[src/inc/eecc_map.svh]
/*
  Register offsets, field positions, command codes and timing counts of the
  command controller. Assumes byte addresses on a 32-bit APB, one word per register.
*/
// Summary of operation
// - seven-bit command, usable only during sequence
// - accept 05, 20, 40; others flag error
// - also accept 41, 47, 60
// - address buffer drops the byte select bit
// - address/data buffers read zero outside special mode
// - slow timing tick; two-stage command queue
// - empty and complete flags raise enabled requests
// - divider write sets loaded bit
// - no divider load: command fails, error set
// - array write captures address and data
// - array write with buffer full overwrites, sets empty
// - launch clears complete flag same cycle
// - empty flag sets four cycles after launch
// - abort keeps empty flag clear until done
// - buffered waits; abort launches at once when idle or erasing
// - complete only when nothing active or buffered
// - writing zero to empty flag aborts sequence
// - access error and violation flags clear by writing one
// - protected target sets violation, blocks launches
// - valid launch clears the blank result
`ifndef EECC_MAP_SVH
`define EECC_MAP_SVH

`define EE_OFF_DIV 13'h0000
`define EE_OFF_CFG 13'h0004
`define EE_OFF_STAT 13'h0008
`define EE_OFF_CMD 13'h000C
`define EE_OFF_FT3 13'h0010
`define EE_OFF_AHI 13'h0014
`define EE_OFF_ALO 13'h0018
`define EE_OFF_DHI 13'h001C
`define EE_OFF_DLO 13'h0020
`define EE_ARRAY_BIT 12

`define EE_DIV_LOADED 7
`define EE_DIV_PRESCALE 6
`define EE_CFG_BEIE 7
`define EE_CFG_COMPLETE_IRQ_ENABLE 6
`define EE_ST_BUFFER_EMPTY_FLAG 7
`define EE_ST_COMMAND_COMPLETE_FLAG 6
`define EE_ST_PROTECTION_VIOLATION_FLAG 5
`define EE_ST_ACCESS_ERROR_FLAG 4
`define EE_ST_BLANK 2

`define EE_CMD_VERIFY 7'h05
`define EE_CMD_PROGRAM 7'h20
`define EE_CMD_SECTOR 7'h40
`define EE_CMD_MASS 7'h41
`define EE_CMD_ABORT 7'h47
`define EE_CMD_MODIFY 7'h60

`define EE_CBE_DELAY 3'h4
`define EE_OP_TICKS 12'h01E
`define EE_ABORT_TICKS 12'h004
`define EE_VERIFY_CYCLES 12'h80E
`define EE_PRESCALE_MAX 3'h7

`endif

[src/inc/eecc_pkg.sv]
/*
  Types of the command controller: sequence states and the array operation
  request. Assumes the constants of eecc_map.svh.
*/
`default_nettype none
package eecc_pkg;
  typedef enum logic [1:0] {SEQ_IDLE, SEQ_ADDR, SEQ_CMD} eecc_seq_t;
  typedef struct packed {
    logic [6:0] cmd;
    logic [11:1] addr;
    logic [15:0] data;
  } eecc_op_t;
endpackage
`default_nettype wire

[src/verilog/eecc_ctrl.sv]
/*
  Command controller of a word-addressed nonvolatile array: APB registers,
  three-step command sequence, two-stage command queue, status flags and
  the divided timing tick. Assumes an APB master with pclk at 125 MHz and an
  array engine that acts on op_start / op_req; protection limits and mode
  come in as levels.
*/
// Design decisions made here: the register offsets and the APB slave port.
`include "eecc_map.svh"
`default_nettype none
module eecc_ctrl (
  // clock and reset
  input wire logic pclk,
  input wire logic presetn,
  // apb slave
  input wire logic psel,
  input wire logic penable,
  input wire logic pwrite,
  input wire logic [12:0] paddr,
  input wire logic [31:0] pwdata,
  output logic [31:0] prdata,
  output logic pready,
  output logic pslverr,
  // mode, protection and blank result
  input wire logic special_mode,
  input wire logic prot_enable,
  input wire logic [11:0] prot_limit,
  input wire logic blank_result,
  // array engine
  output eecc_pkg::eecc_op_t op_req,
  output logic op_start,
  // interrupt requests
  output logic irq_buffer_empty,
  output logic irq_complete
);

  function automatic logic is_valid_cmd(input logic [6:0] c);
    return c == `EE_CMD_VERIFY || c == `EE_CMD_PROGRAM || c == `EE_CMD_SECTOR ||
           c == `EE_CMD_MASS || c == `EE_CMD_ABORT || c == `EE_CMD_MODIFY;
  endfunction

  function automatic logic is_erase(input logic [6:0] c);
    return c == `EE_CMD_SECTOR || c == `EE_CMD_MODIFY;
  endfunction

  function automatic logic is_protected(input logic [6:0] c, input logic [11:1] a);
    if (c == `EE_CMD_MASS) begin
      return prot_enable;
    end
    if (c == `EE_CMD_VERIFY || c == `EE_CMD_ABORT) begin
      return 1'b0;
    end
    return prot_enable && ({a, 1'b0} >= prot_limit);
  endfunction

  // bus state
  logic [31:0] prdata_r, prdata_nxt;
  logic pready_r, pready_nxt, pslverr_r, pslverr_nxt;
  // core state
  eecc_pkg::eecc_seq_t seq_r, seq_nxt;
  eecc_pkg::eecc_op_t buf_r, buf_nxt, act_r, act_nxt;
  logic bufv_r, bufv_nxt, busy_r, busy_nxt, abort_r, abort_nxt;
  logic [11:0] cnt_r, cnt_nxt;
  logic [2:0] cbe_cnt_r, cbe_cnt_nxt, pre_cnt_r, pre_cnt_nxt;
  logic [5:0] div_cnt_r, div_cnt_nxt;
  logic buffer_empty_flag_r, buffer_empty_flag_nxt, command_complete_flag_r, command_complete_flag_nxt, protection_violation_flag_r, protection_violation_flag_nxt;
  logic access_error_flag_r, access_error_flag_nxt, blank_r, blank_nxt;
  logic [6:0] div_r, div_nxt;
  logic divld_r, divld_nxt;
  logic [1:0] cfg_r, cfg_nxt;
  logic op_start_r, op_start_nxt, irq_be_r, irq_be_nxt, irq_cc_r, irq_cc_nxt;

  logic setup, wr, in_array, launch_try, launch_ok, tick, done;
  logic [7:0] wb;

  assign setup = psel && !penable;
  assign wr = psel && penable && pready_r && pwrite;
  assign in_array = paddr[`EE_ARRAY_BIT];
  assign wb = pwdata[7:0];
  assign launch_try = wr && !in_array && paddr == `EE_OFF_STAT && wb[`EE_ST_BUFFER_EMPTY_FLAG] &&
                      seq_r == eecc_pkg::SEQ_CMD;
  assign launch_ok = launch_try && divld_r && !protection_violation_flag_r && !access_error_flag_r &&
                     !is_protected(buf_r.cmd, buf_r.addr);

  // no wait state; read data comes from a flop loaded in the setup cycle
  always_comb begin
    prdata_nxt = prdata_r;
    pslverr_nxt = 1'b0;
    pready_nxt = 1'b0;
    if (setup) begin
      pready_nxt = 1'b1;
      prdata_nxt = 32'h0000_0000;
      if (!in_array) begin
        case (paddr)
          `EE_OFF_DIV: prdata_nxt[7:0] = {divld_r, div_r};
          `EE_OFF_CFG: prdata_nxt[7:6] = cfg_r;
          `EE_OFF_STAT: prdata_nxt[7:0] = {buffer_empty_flag_r, command_complete_flag_r, protection_violation_flag_r, access_error_flag_r, 1'b0,
                                          blank_r, 2'h0};
          // command readable only inside a sequence
          `EE_OFF_CMD: prdata_nxt[6:0] = (seq_r != eecc_pkg::SEQ_IDLE) ? buf_r.cmd : 7'h00;
          `EE_OFF_FT3: prdata_nxt = 32'h0000_0000;
          // buffers visible only in special mode
          `EE_OFF_AHI: prdata_nxt[7:0] = special_mode ? {4'h0, buf_r.addr[11:8]} : 8'h00;
          `EE_OFF_ALO: prdata_nxt[7:0] = special_mode ? {buf_r.addr[7:1], 1'b0} : 8'h00;
          `EE_OFF_DHI: prdata_nxt[7:0] = special_mode ? buf_r.data[15:8] : 8'h00;
          `EE_OFF_DLO: prdata_nxt[7:0] = special_mode ? buf_r.data[7:0] : 8'h00;
          default: pslverr_nxt = 1'b1;
        endcase
      end
    end else if (psel && penable && pready_r) begin
      pready_nxt = 1'b0;
    end else begin
      pready_nxt = pready_r;
      pslverr_nxt = pslverr_r;
    end
  end

  always_ff @(posedge pclk or negedge presetn) begin
    if (!presetn) begin
      prdata_r <= 32'h0000_0000;
      pready_r <= 1'b0;
      pslverr_r <= 1'b0;
    end else begin
      prdata_r <= prdata_nxt;
      pready_r <= pready_nxt;
      pslverr_r <= pslverr_nxt;
    end
  end

  // timing tick from prescaler and divider
  assign tick = (!div_r[`EE_DIV_PRESCALE] || pre_cnt_r == `EE_PRESCALE_MAX) &&
                div_cnt_r == div_r[5:0];
  assign done = busy_r && cnt_r == 12'h000 &&
                (act_r.cmd == `EE_CMD_VERIFY || tick);

  always_comb begin
    seq_nxt = seq_r;
    buf_nxt = buf_r;
    act_nxt = act_r;
    bufv_nxt = bufv_r;
    busy_nxt = busy_r;
    abort_nxt = abort_r;
    cnt_nxt = cnt_r;
    cbe_cnt_nxt = (cbe_cnt_r != 3'h0) ? cbe_cnt_r - 3'h1 : 3'h0;
    pre_cnt_nxt = pre_cnt_r;
    div_cnt_nxt = div_cnt_r;
    buffer_empty_flag_nxt = buffer_empty_flag_r;
    command_complete_flag_nxt = command_complete_flag_r;
    protection_violation_flag_nxt = protection_violation_flag_r;
    access_error_flag_nxt = access_error_flag_r;
    blank_nxt = blank_r;
    div_nxt = div_r;
    divld_nxt = divld_r;
    cfg_nxt = cfg_r;
    op_start_nxt = 1'b0;

    if (busy_r) begin
      pre_cnt_nxt = pre_cnt_r + 3'h1;
      if (!div_r[`EE_DIV_PRESCALE] || pre_cnt_r == `EE_PRESCALE_MAX) begin
        div_cnt_nxt = (div_cnt_r == div_r[5:0]) ? 6'h00 : div_cnt_r + 6'h01;
      end
      if (act_r.cmd == `EE_CMD_VERIFY || tick) begin
        cnt_nxt = (cnt_r != 12'h000) ? cnt_r - 12'h001 : 12'h000;
      end
    end else begin
      pre_cnt_nxt = 3'h0;
      div_cnt_nxt = 6'h00;
    end

    // register writes; error clears first so a same-cycle set wins
    if (wr && !in_array) begin
      case (paddr)
        `EE_OFF_DIV: begin
          if (!divld_r) begin
            div_nxt = wb[6:0];
          end
          divld_nxt = 1'b1;
        end
        `EE_OFF_CFG: cfg_nxt = wb[7:6];
        `EE_OFF_STAT: begin
          if (wb[`EE_ST_PROTECTION_VIOLATION_FLAG]) begin
            protection_violation_flag_nxt = 1'b0;
          end
          if (wb[`EE_ST_ACCESS_ERROR_FLAG]) begin
            access_error_flag_nxt = 1'b0;
          end
        end
        `EE_OFF_AHI: if (special_mode) buf_nxt.addr[11:8] = wb[3:0];
        `EE_OFF_ALO: if (special_mode) buf_nxt.addr[7:1] = wb[7:1];
        `EE_OFF_DHI: if (special_mode) buf_nxt.data[15:8] = wb;
        `EE_OFF_DLO: if (special_mode) buf_nxt.data[7:0] = wb;
        default: ;
      endcase
    end

    // completion first, so a launch in the same cycle below overrides it
    if (done) begin
      if (act_r.cmd == `EE_CMD_VERIFY) begin
        blank_nxt = blank_result;
      end
      if (abort_r) begin
        abort_nxt = 1'b0;
        buffer_empty_flag_nxt = 1'b1;
      end
      busy_nxt = 1'b0;
      if (bufv_r && access_error_flag_r) begin
        bufv_nxt = 1'b0;
      end
      if (!bufv_r || access_error_flag_r) begin
        command_complete_flag_nxt = 1'b1;
      end
    end

    if (wr) begin
      case (seq_r)
        eecc_pkg::SEQ_IDLE: begin
          if (in_array && !access_error_flag_r && !protection_violation_flag_r) begin
            buf_nxt.addr = paddr[11:1];
            buf_nxt.data = pwdata[15:0];
            seq_nxt = eecc_pkg::SEQ_ADDR;
            if (!buffer_empty_flag_r && !abort_r) begin
              bufv_nxt = 1'b0;
              buffer_empty_flag_nxt = 1'b1;
            end
          end
        end
        eecc_pkg::SEQ_ADDR: begin
          seq_nxt = eecc_pkg::SEQ_IDLE;
          if (!in_array && paddr == `EE_OFF_CMD) begin
            buf_nxt.cmd = pwdata[6:0];
            // unknown code is an access error
            if (is_valid_cmd(pwdata[6:0])) begin
              seq_nxt = eecc_pkg::SEQ_CMD;
            end else begin
              access_error_flag_nxt = 1'b1;
            end
          end else if (!in_array && paddr == `EE_OFF_STAT && !wb[`EE_ST_BUFFER_EMPTY_FLAG]) begin
            access_error_flag_nxt = 1'b1;
          end else begin
            access_error_flag_nxt = 1'b1;
          end
        end
        eecc_pkg::SEQ_CMD: begin
          seq_nxt = eecc_pkg::SEQ_IDLE;
          if (launch_ok) begin
            buffer_empty_flag_nxt = 1'b0;
            command_complete_flag_nxt = 1'b0;
            blank_nxt = 1'b0;
            if (buf_r.cmd == `EE_CMD_ABORT) begin
              // abort runs at once when idle or erasing, empty held clear
              abort_nxt = 1'b1;
              if (!busy_r || is_erase(act_r.cmd)) begin
                access_error_flag_nxt = busy_r;
                busy_nxt = 1'b1;
                act_nxt = buf_r;
                cnt_nxt = `EE_ABORT_TICKS - 12'h001;
                op_start_nxt = 1'b1;
              end
            end else begin
              bufv_nxt = 1'b1;
              cbe_cnt_nxt = `EE_CBE_DELAY - 3'h1;
            end
          end else if (launch_try && is_protected(buf_r.cmd, buf_r.addr) && divld_r) begin
            protection_violation_flag_nxt = 1'b1;
          end else begin
            access_error_flag_nxt = 1'b1;
          end
        end
        default: seq_nxt = eecc_pkg::SEQ_IDLE;
      endcase
    end

    if ((!busy_r || done) && bufv_r && !access_error_flag_r) begin
      bufv_nxt = 1'b0;
      busy_nxt = 1'b1;
      act_nxt = buf_r;
      op_start_nxt = 1'b1;
      cnt_nxt = (buf_r.cmd == `EE_CMD_VERIFY) ? `EE_VERIFY_CYCLES - 12'h001 :
                `EE_OP_TICKS - 12'h001;
    end

    // empty flag once the queue stage is free
    if (!buffer_empty_flag_r && cbe_cnt_r == 3'h0 && !bufv_r && !abort_r && !launch_ok) begin
      buffer_empty_flag_nxt = 1'b1;
    end

    irq_be_nxt = buffer_empty_flag_nxt && cfg_nxt[1];
    irq_cc_nxt = command_complete_flag_nxt && cfg_nxt[0];
  end

  always_ff @(posedge pclk or negedge presetn) begin
    if (!presetn) begin
      seq_r <= eecc_pkg::SEQ_IDLE;
      buf_r <= '0;
      act_r <= '0;
      bufv_r <= 1'b0;
      busy_r <= 1'b0;
      abort_r <= 1'b0;
      cnt_r <= 12'h000;
      cbe_cnt_r <= 3'h0;
      pre_cnt_r <= 3'h0;
      div_cnt_r <= 6'h00;
      buffer_empty_flag_r <= 1'b1;
      command_complete_flag_r <= 1'b1;
      protection_violation_flag_r <= 1'b0;
      access_error_flag_r <= 1'b0;
      blank_r <= 1'b0;
      div_r <= 7'h00;
      divld_r <= 1'b0;
      cfg_r <= 2'h0;
      op_start_r <= 1'b0;
      irq_be_r <= 1'b0;
      irq_cc_r <= 1'b0;
    end else begin
      seq_r <= seq_nxt;
      buf_r <= buf_nxt;
      act_r <= act_nxt;
      bufv_r <= bufv_nxt;
      busy_r <= busy_nxt;
      abort_r <= abort_nxt;
      cnt_r <= cnt_nxt;
      cbe_cnt_r <= cbe_cnt_nxt;
      pre_cnt_r <= pre_cnt_nxt;
      div_cnt_r <= div_cnt_nxt;
      buffer_empty_flag_r <= buffer_empty_flag_nxt;
      command_complete_flag_r <= command_complete_flag_nxt;
      protection_violation_flag_r <= protection_violation_flag_nxt;
      access_error_flag_r <= access_error_flag_nxt;
      blank_r <= blank_nxt;
      div_r <= div_nxt;
      divld_r <= divld_nxt;
      cfg_r <= cfg_nxt;
      op_start_r <= op_start_nxt;
      irq_be_r <= irq_be_nxt;
      irq_cc_r <= irq_cc_nxt;
    end
  end

  assign prdata = prdata_r;
  assign pready = pready_r;
  assign pslverr = pslverr_r;
  assign op_req = act_r;
  assign op_start = op_start_r;
  assign irq_buffer_empty = irq_be_r;
  assign irq_complete = irq_cc_r;
endmodule
`default_nettype wire
[config.mk]
export PLATFORM = sky130hd
export DESIGN_NAME = eecc_ctrl
export DESIGN_NICKNAME = d
export VERILOG_FILES = /design/src/inc/eecc_pkg.sv /design/src/verilog/eecc_ctrl.sv
export VERILOG_INCLUDE_DIRS = /design/src /design/src/inc
export SDC_FILE = /design/constraint.sdc
export NUM_CORES = 1
export LEC_CHECK = 0
export BUFFER_PORTS_ARGS = -buffer_cell sky130_fd_sc_hd__buf_2
export CAP_MARGIN = 5
export CELL_PAD_IN_SITES_DETAIL_PLACEMENT = 0
export CELL_PAD_IN_SITES_GLOBAL_PLACEMENT = 1
export CORE_ASPECT_RATIO = 1.1
export CORE_UTILIZATION = 40
export CTS_BUF_LIST = sky130_fd_sc_hd__clkbuf_4
export CTS_CLUSTER_DIAMETER = 120
export DETAILED_ROUTE_END_ITERATION = 8
export PLACE_DENSITY = 0.83
export SLEW_MARGIN = 20
export SYNTH_ARGS = -nofsm -noshare
export SYNTH_HDL_FRONTEND = slang
export SYNTH_SLANG_ARGS = --single-unit
[constraint.sdc]
create_clock -name pclk -period 3.11 [get_ports pclk]
set_input_delay 0.1555 -clock pclk [delete_from_list [all_inputs] [get_ports pclk]]
set_output_delay 0.1555 -clock pclk [all_outputs]
set_load 0.02 [all_outputs]
==> Flow_metrics.wiki <==
{| class="wikitable"
! Metric !! Value
|-
| Commonest register cell after synthesis || sky130_fd_sc_hd__dfrtp_1
|-
| Layout cell share with drive strength beyond 1 || 27.3%
|-
| Worst Path Required || 3.56 ns
|-
| Vertical extent of the die || 139 µm
|-
| Worst-path fanout max || 8
|-
| Largest vdd supply drop || 330 µV
|-
| Min-delay worst type || in2reg
|-
| Die area || 17700 µm²
|-
| Residual antenna-violating net count after detailed routing || 0
|-
| Number of buffers and inverters on the critical path || 3
|-
| CTS Buf Count || 17
|-
| Launch point of the worst reg-to-reg path || cnt_r[4]$_DFF_PN0_
|-
| Vias in the first global route || 5459
|-
| 1st-iter DRT viols || 429
|-
| Final routed wire length divided by cell count || 18.9 µm
|-
| Root buffer selected by CTS || sky130_fd_sc_hd__clkbuf_4
|-
| Worst path arrival time || 3.44 ns
|-
| Post-synthesis area per instance || 10.9 µm²
|-
| Final number of hold-violating endpoints || 0
|-
| Met3 Wirelength || 1210 µm
|-
| Kind of cell adding the most delay to the critical path || simple AND/OR/NAND/NOR gates
|-
| Nets@finish || 857
|-
| Chain of cells forming the critical path || dlygate4sd3_1 -> buf_2 -> or4_1 -> nor4_2 -> nand4_1 -> nor2_4 -> mux2i_1 -> a21oi_1 -> dlygate4sd3_1
|-
| Final setup skew || 0.0293 ns
|-
| Part of the Yosys area used for sequential elements || 45.7%
|-
| Total global routing overflow || 0
|-
| Clock net sink count || 125
|-
| Sum of routed wire segments on met1 || 7910 µm
|-
| Count of maximum capacitance violations || 0
|-
| FFs w/ async S/R, synth || 100%
|-
| Detailed-routed wire length on met2 || 9010 µm
|-
| Aggregate global-route resource usage || 21.6%
|-
| Endpoints failing setup || 0
|-
| Total Wirelength || 18600 µm
|-
| Minimum setup slack among reg-to-reg paths || 0.38 ns
|-
| Max stage delay cell, worst path || sky130_fd_sc_hd__or4_1
|-
| Period minus WS final || 2.99 ns
|-
| Static leakage || 3.95 nW
|-
| Chip Width || 127 µm
|-
| DRC Markers || 0
|-
| Placer congestion estimate || 0.897
|-
| Routed vias/inst || 5.60
|-
| Top routing layer in use || met4
|-
| Worst Min Path Start || pwdata[6]
|-
| Number of unique standard cell types used by synthesis || 73
|-
| Cell area power density || 556 nW/µm²
|-
| Biggest area consumer among synthesized cells || sky130_fd_sc_hd__dfrtp_1
|-
| Maximum number of pins on one net before global-route repair || 113
|-
| Final Slew Violations || 0
|-
| Synth Register Bits || 125
|-
| Synthesized area || 6850 µm²
|-
| Router iterations before antenna repair || 8
|-
| Final period utilization || 96.2%
|-
| Core Area || 16600 µm²
|-
| Post-layout worst setup margin || 0.119 ns
|-
| CTS tree || built
|-
| Buffer count from post-CTS setup fixing || 0
|-
| CTS max path bufs || 2
|-
| Biggest area contributors in the synthesized netlist || sky130_fd_sc_hd__dfrtp_1, sky130_fd_sc_hd__mux2_4, sky130_fd_sc_hd__mux2_2
|-
| Maximum level of the CTS H-tree || 4
|-
| Syn Inst Count || 629
|-
| Cell repeated most along the worst path || sky130_fd_sc_hd__dlygate4sd3_1
|-
| Global-route wire length before repair || 29300 µm
|-
| Clock latency at the later pin of the worst-skew pair || 0.57 ns
|-
| Least-Margin Pin Slew || 0.680 ns
|-
| Via count of the routed design || 5530
|-
| Floorplan row count || 49
|-
| Yosys Warn Count || 0
|-
| Initial Utilization || 41.4%
|-
| Ant diodes || 0
|-
| Sum Neg Setup Slack || 0 ns
|-
| Number of antenna violations at the first check in global routing || 0
|-
| HPWL Detailed || 13300 µm
|-
| Share of the synthesized area in the top cell type || 44.9%
|-
| RSZ-0062 raised after global routing || false
|-
| Synth-to-Final Area Change || 19.9%
|-
| Startpoint of the worst setup timing path || paddr[8]
|-
| Clock transition at the registers of the reported paths || 0.13 ns
|-
| Crit path launch type || primary input
|-
| Delay of the slowest cell on the worst path || 0.60 ns
|-
| Worst Path Class, Setup || in2reg
|-
| Number of enable flip-flop cells after synthesis || 0
|-
| Relative slew slack || 54.3%
|-
| Placement Setup Slack || 0.410 ns
|-
| Crit end category || flip-flop
|-
| Buffers on Ports || 95
|-
| IO Count || 136
|-
| Fmax || 0.334 GHz
|-
| Run status || completed
|}
path summary, 6_finish.rpt:
path / end / depth (start not counted)
min: buf_r[6]$_DFF_PN0_ / 2
max reg2reg: op_req[1]$_DFFE_PN0P_ / 6
min reg2reg: pre_cnt_r[0]$_DFF_PN0_ / 1
max: buf_r[11]$_DFF_PN0_ / 9
max in group asynchronous: cnt_r[8]$_DFF_PN0_ / 3
min in group asynchronous: cnt_r[7]$_DFF_PN0_ / 3
flip-flops by register name, indices dropped and copies added (netlist names), 2 cells and up:
name       cells
op_req        34
pre_cnt_r      3
div_cnt_r      6
buf_r         34
seq_r          2
div_r          7
prdata         8
cbe_cnt_r      3
cnt_r         12
cfg_r          2
cells in the final DEF, fill, tap and decap left out, types with 8 or more instances in the layout:
master / count
sky130_fd_sc_hd__conb_1: 24
sky130_fd_sc_hd__o21ai_0: 16
sky130_fd_sc_hd__inv_1: 28
sky130_fd_sc_hd__buf_2: 94
sky130_fd_sc_hd__mux2_4: 27
sky130_fd_sc_hd__a222oi_1: 8
sky130_fd_sc_hd__nand3_1: 15
sky130_fd_sc_hd__dfrtp_1: 123
sky130_fd_sc_hd__dlygate4sd3_1: 45
sky130_fd_sc_hd__xor2_1: 12
sky130_fd_sc_hd__nand2_1: 34
sky130_fd_sc_hd__ha_1: 21
sky130_fd_sc_hd__mux2_2: 29
sky130_fd_sc_hd__mux2i_1: 23
sky130_fd_sc_hd__nor3_1: 9
sky130_fd_sc_hd__xnor2_1: 8
sky130_fd_sc_hd__a21oi_1: 35
sky130_fd_sc_hd__nor2_1: 55
sky130_fd_sc_hd__nand4_1: 17
sky130_fd_sc_hd__a22oi_1: 11
sky130_fd_sc_hd__clkbuf_4: 17
sky130_fd_sc_hd__buf_4: 9
layer usage:
metal / track usage (%) / up-vias
met2: 35.6 / 216
met5: 0 / -
met1: 27.7 / 2760
li1: - / 2520
met3: 4.42 / 34
met4: 9.02 / 0
stage by stage:
| step | hold slack, ns | util (%) | power, mW | cell area [µm²] | instances |
|---|---|---|---|---|---|
| floorplan | -0.140 | - | 2.74 | 6940 | 652 |
| global placement | 0.0194 | 44.8 | 3.02 | 7410 | 911 |
| detailed placement | 0.0274 | 44.8 | 3.08 | 7410 | 911 |
| CTS | 0.00395 | 49.6 | 4.58 | 8210 | 987 |
| global route | 0.0281 | 49.6 | 4.80 | 8220 | 987 |
| finish | 0.0391 | 49.6 | 4.57 | 8220 | 987 |
synth_stat cells (all sizes together) (6+ instances only):
master	number
a21oi	35
a222oi	8
a22oi	11
a31oi	6
and2	6
and3	6
buf	33
clkbuf	16
dfrtp	123
ha	21
inv	28
mux2	56
mux2i	23
nand2	35
nand3	15
nand4	18
nor2	57
nor3	13
nor4	7
o21ai	17
or3	6
xnor2	8
xor2	12
worst reg2reg max path, stage by stage (launching register included):
cell                      delay (ns)
sky130_fd_sc_hd__dfrtp_1        0.42
sky130_fd_sc_hd__or4_1          0.64
sky130_fd_sc_hd__nor3_2         0.27
sky130_fd_sc_hd__and3b_1        0.28
sky130_fd_sc_hd__a41oi_4        0.22
sky130_fd_sc_hd__nand2_8        0.38
sky130_fd_sc_hd__mux2_2         0.42
layout make-up:
type	count	area, µm²
multi-input cells	450	3370
fillers	1521	8340
repair buffers	149	1010
clock buffers	17	128
clock inverters	14	218
inverters	28	105
well taps	204	255
flip-flops and latches	125	3130
cell families after synthesis:
| kind of cell | synth area share [%] |
|---|---|
| fa+ha+maj | 3.83 |
| compound gates | 11.6 |
| xor+xnor | 2.56 |
| other cells | 0.0547 |
| flops | 45.7 |
| mux | 14.0 |
| buf+inv | 6.54 |
| simple gates | 15.7 |
what timing repair did:
| item | 4_1_cts | 5_1_grt |
|---|---|---|
| gates resized for setup | 0 | 1 |
| hold endpoints to repair | 164 | 0 |
| endpoints found under the setup margin | 0 | 5 |
| hold buffers | 45 | 0 |
power by group:
group          total (mW)  internal, mW  switching, mW
clock                1.38         0.717          0.664
combinational       0.989         0.484          0.505
sequential           2.20          1.88          0.312
total                4.57          3.09           1.48
No activity file was read; power rests on OpenSTA's default activity.
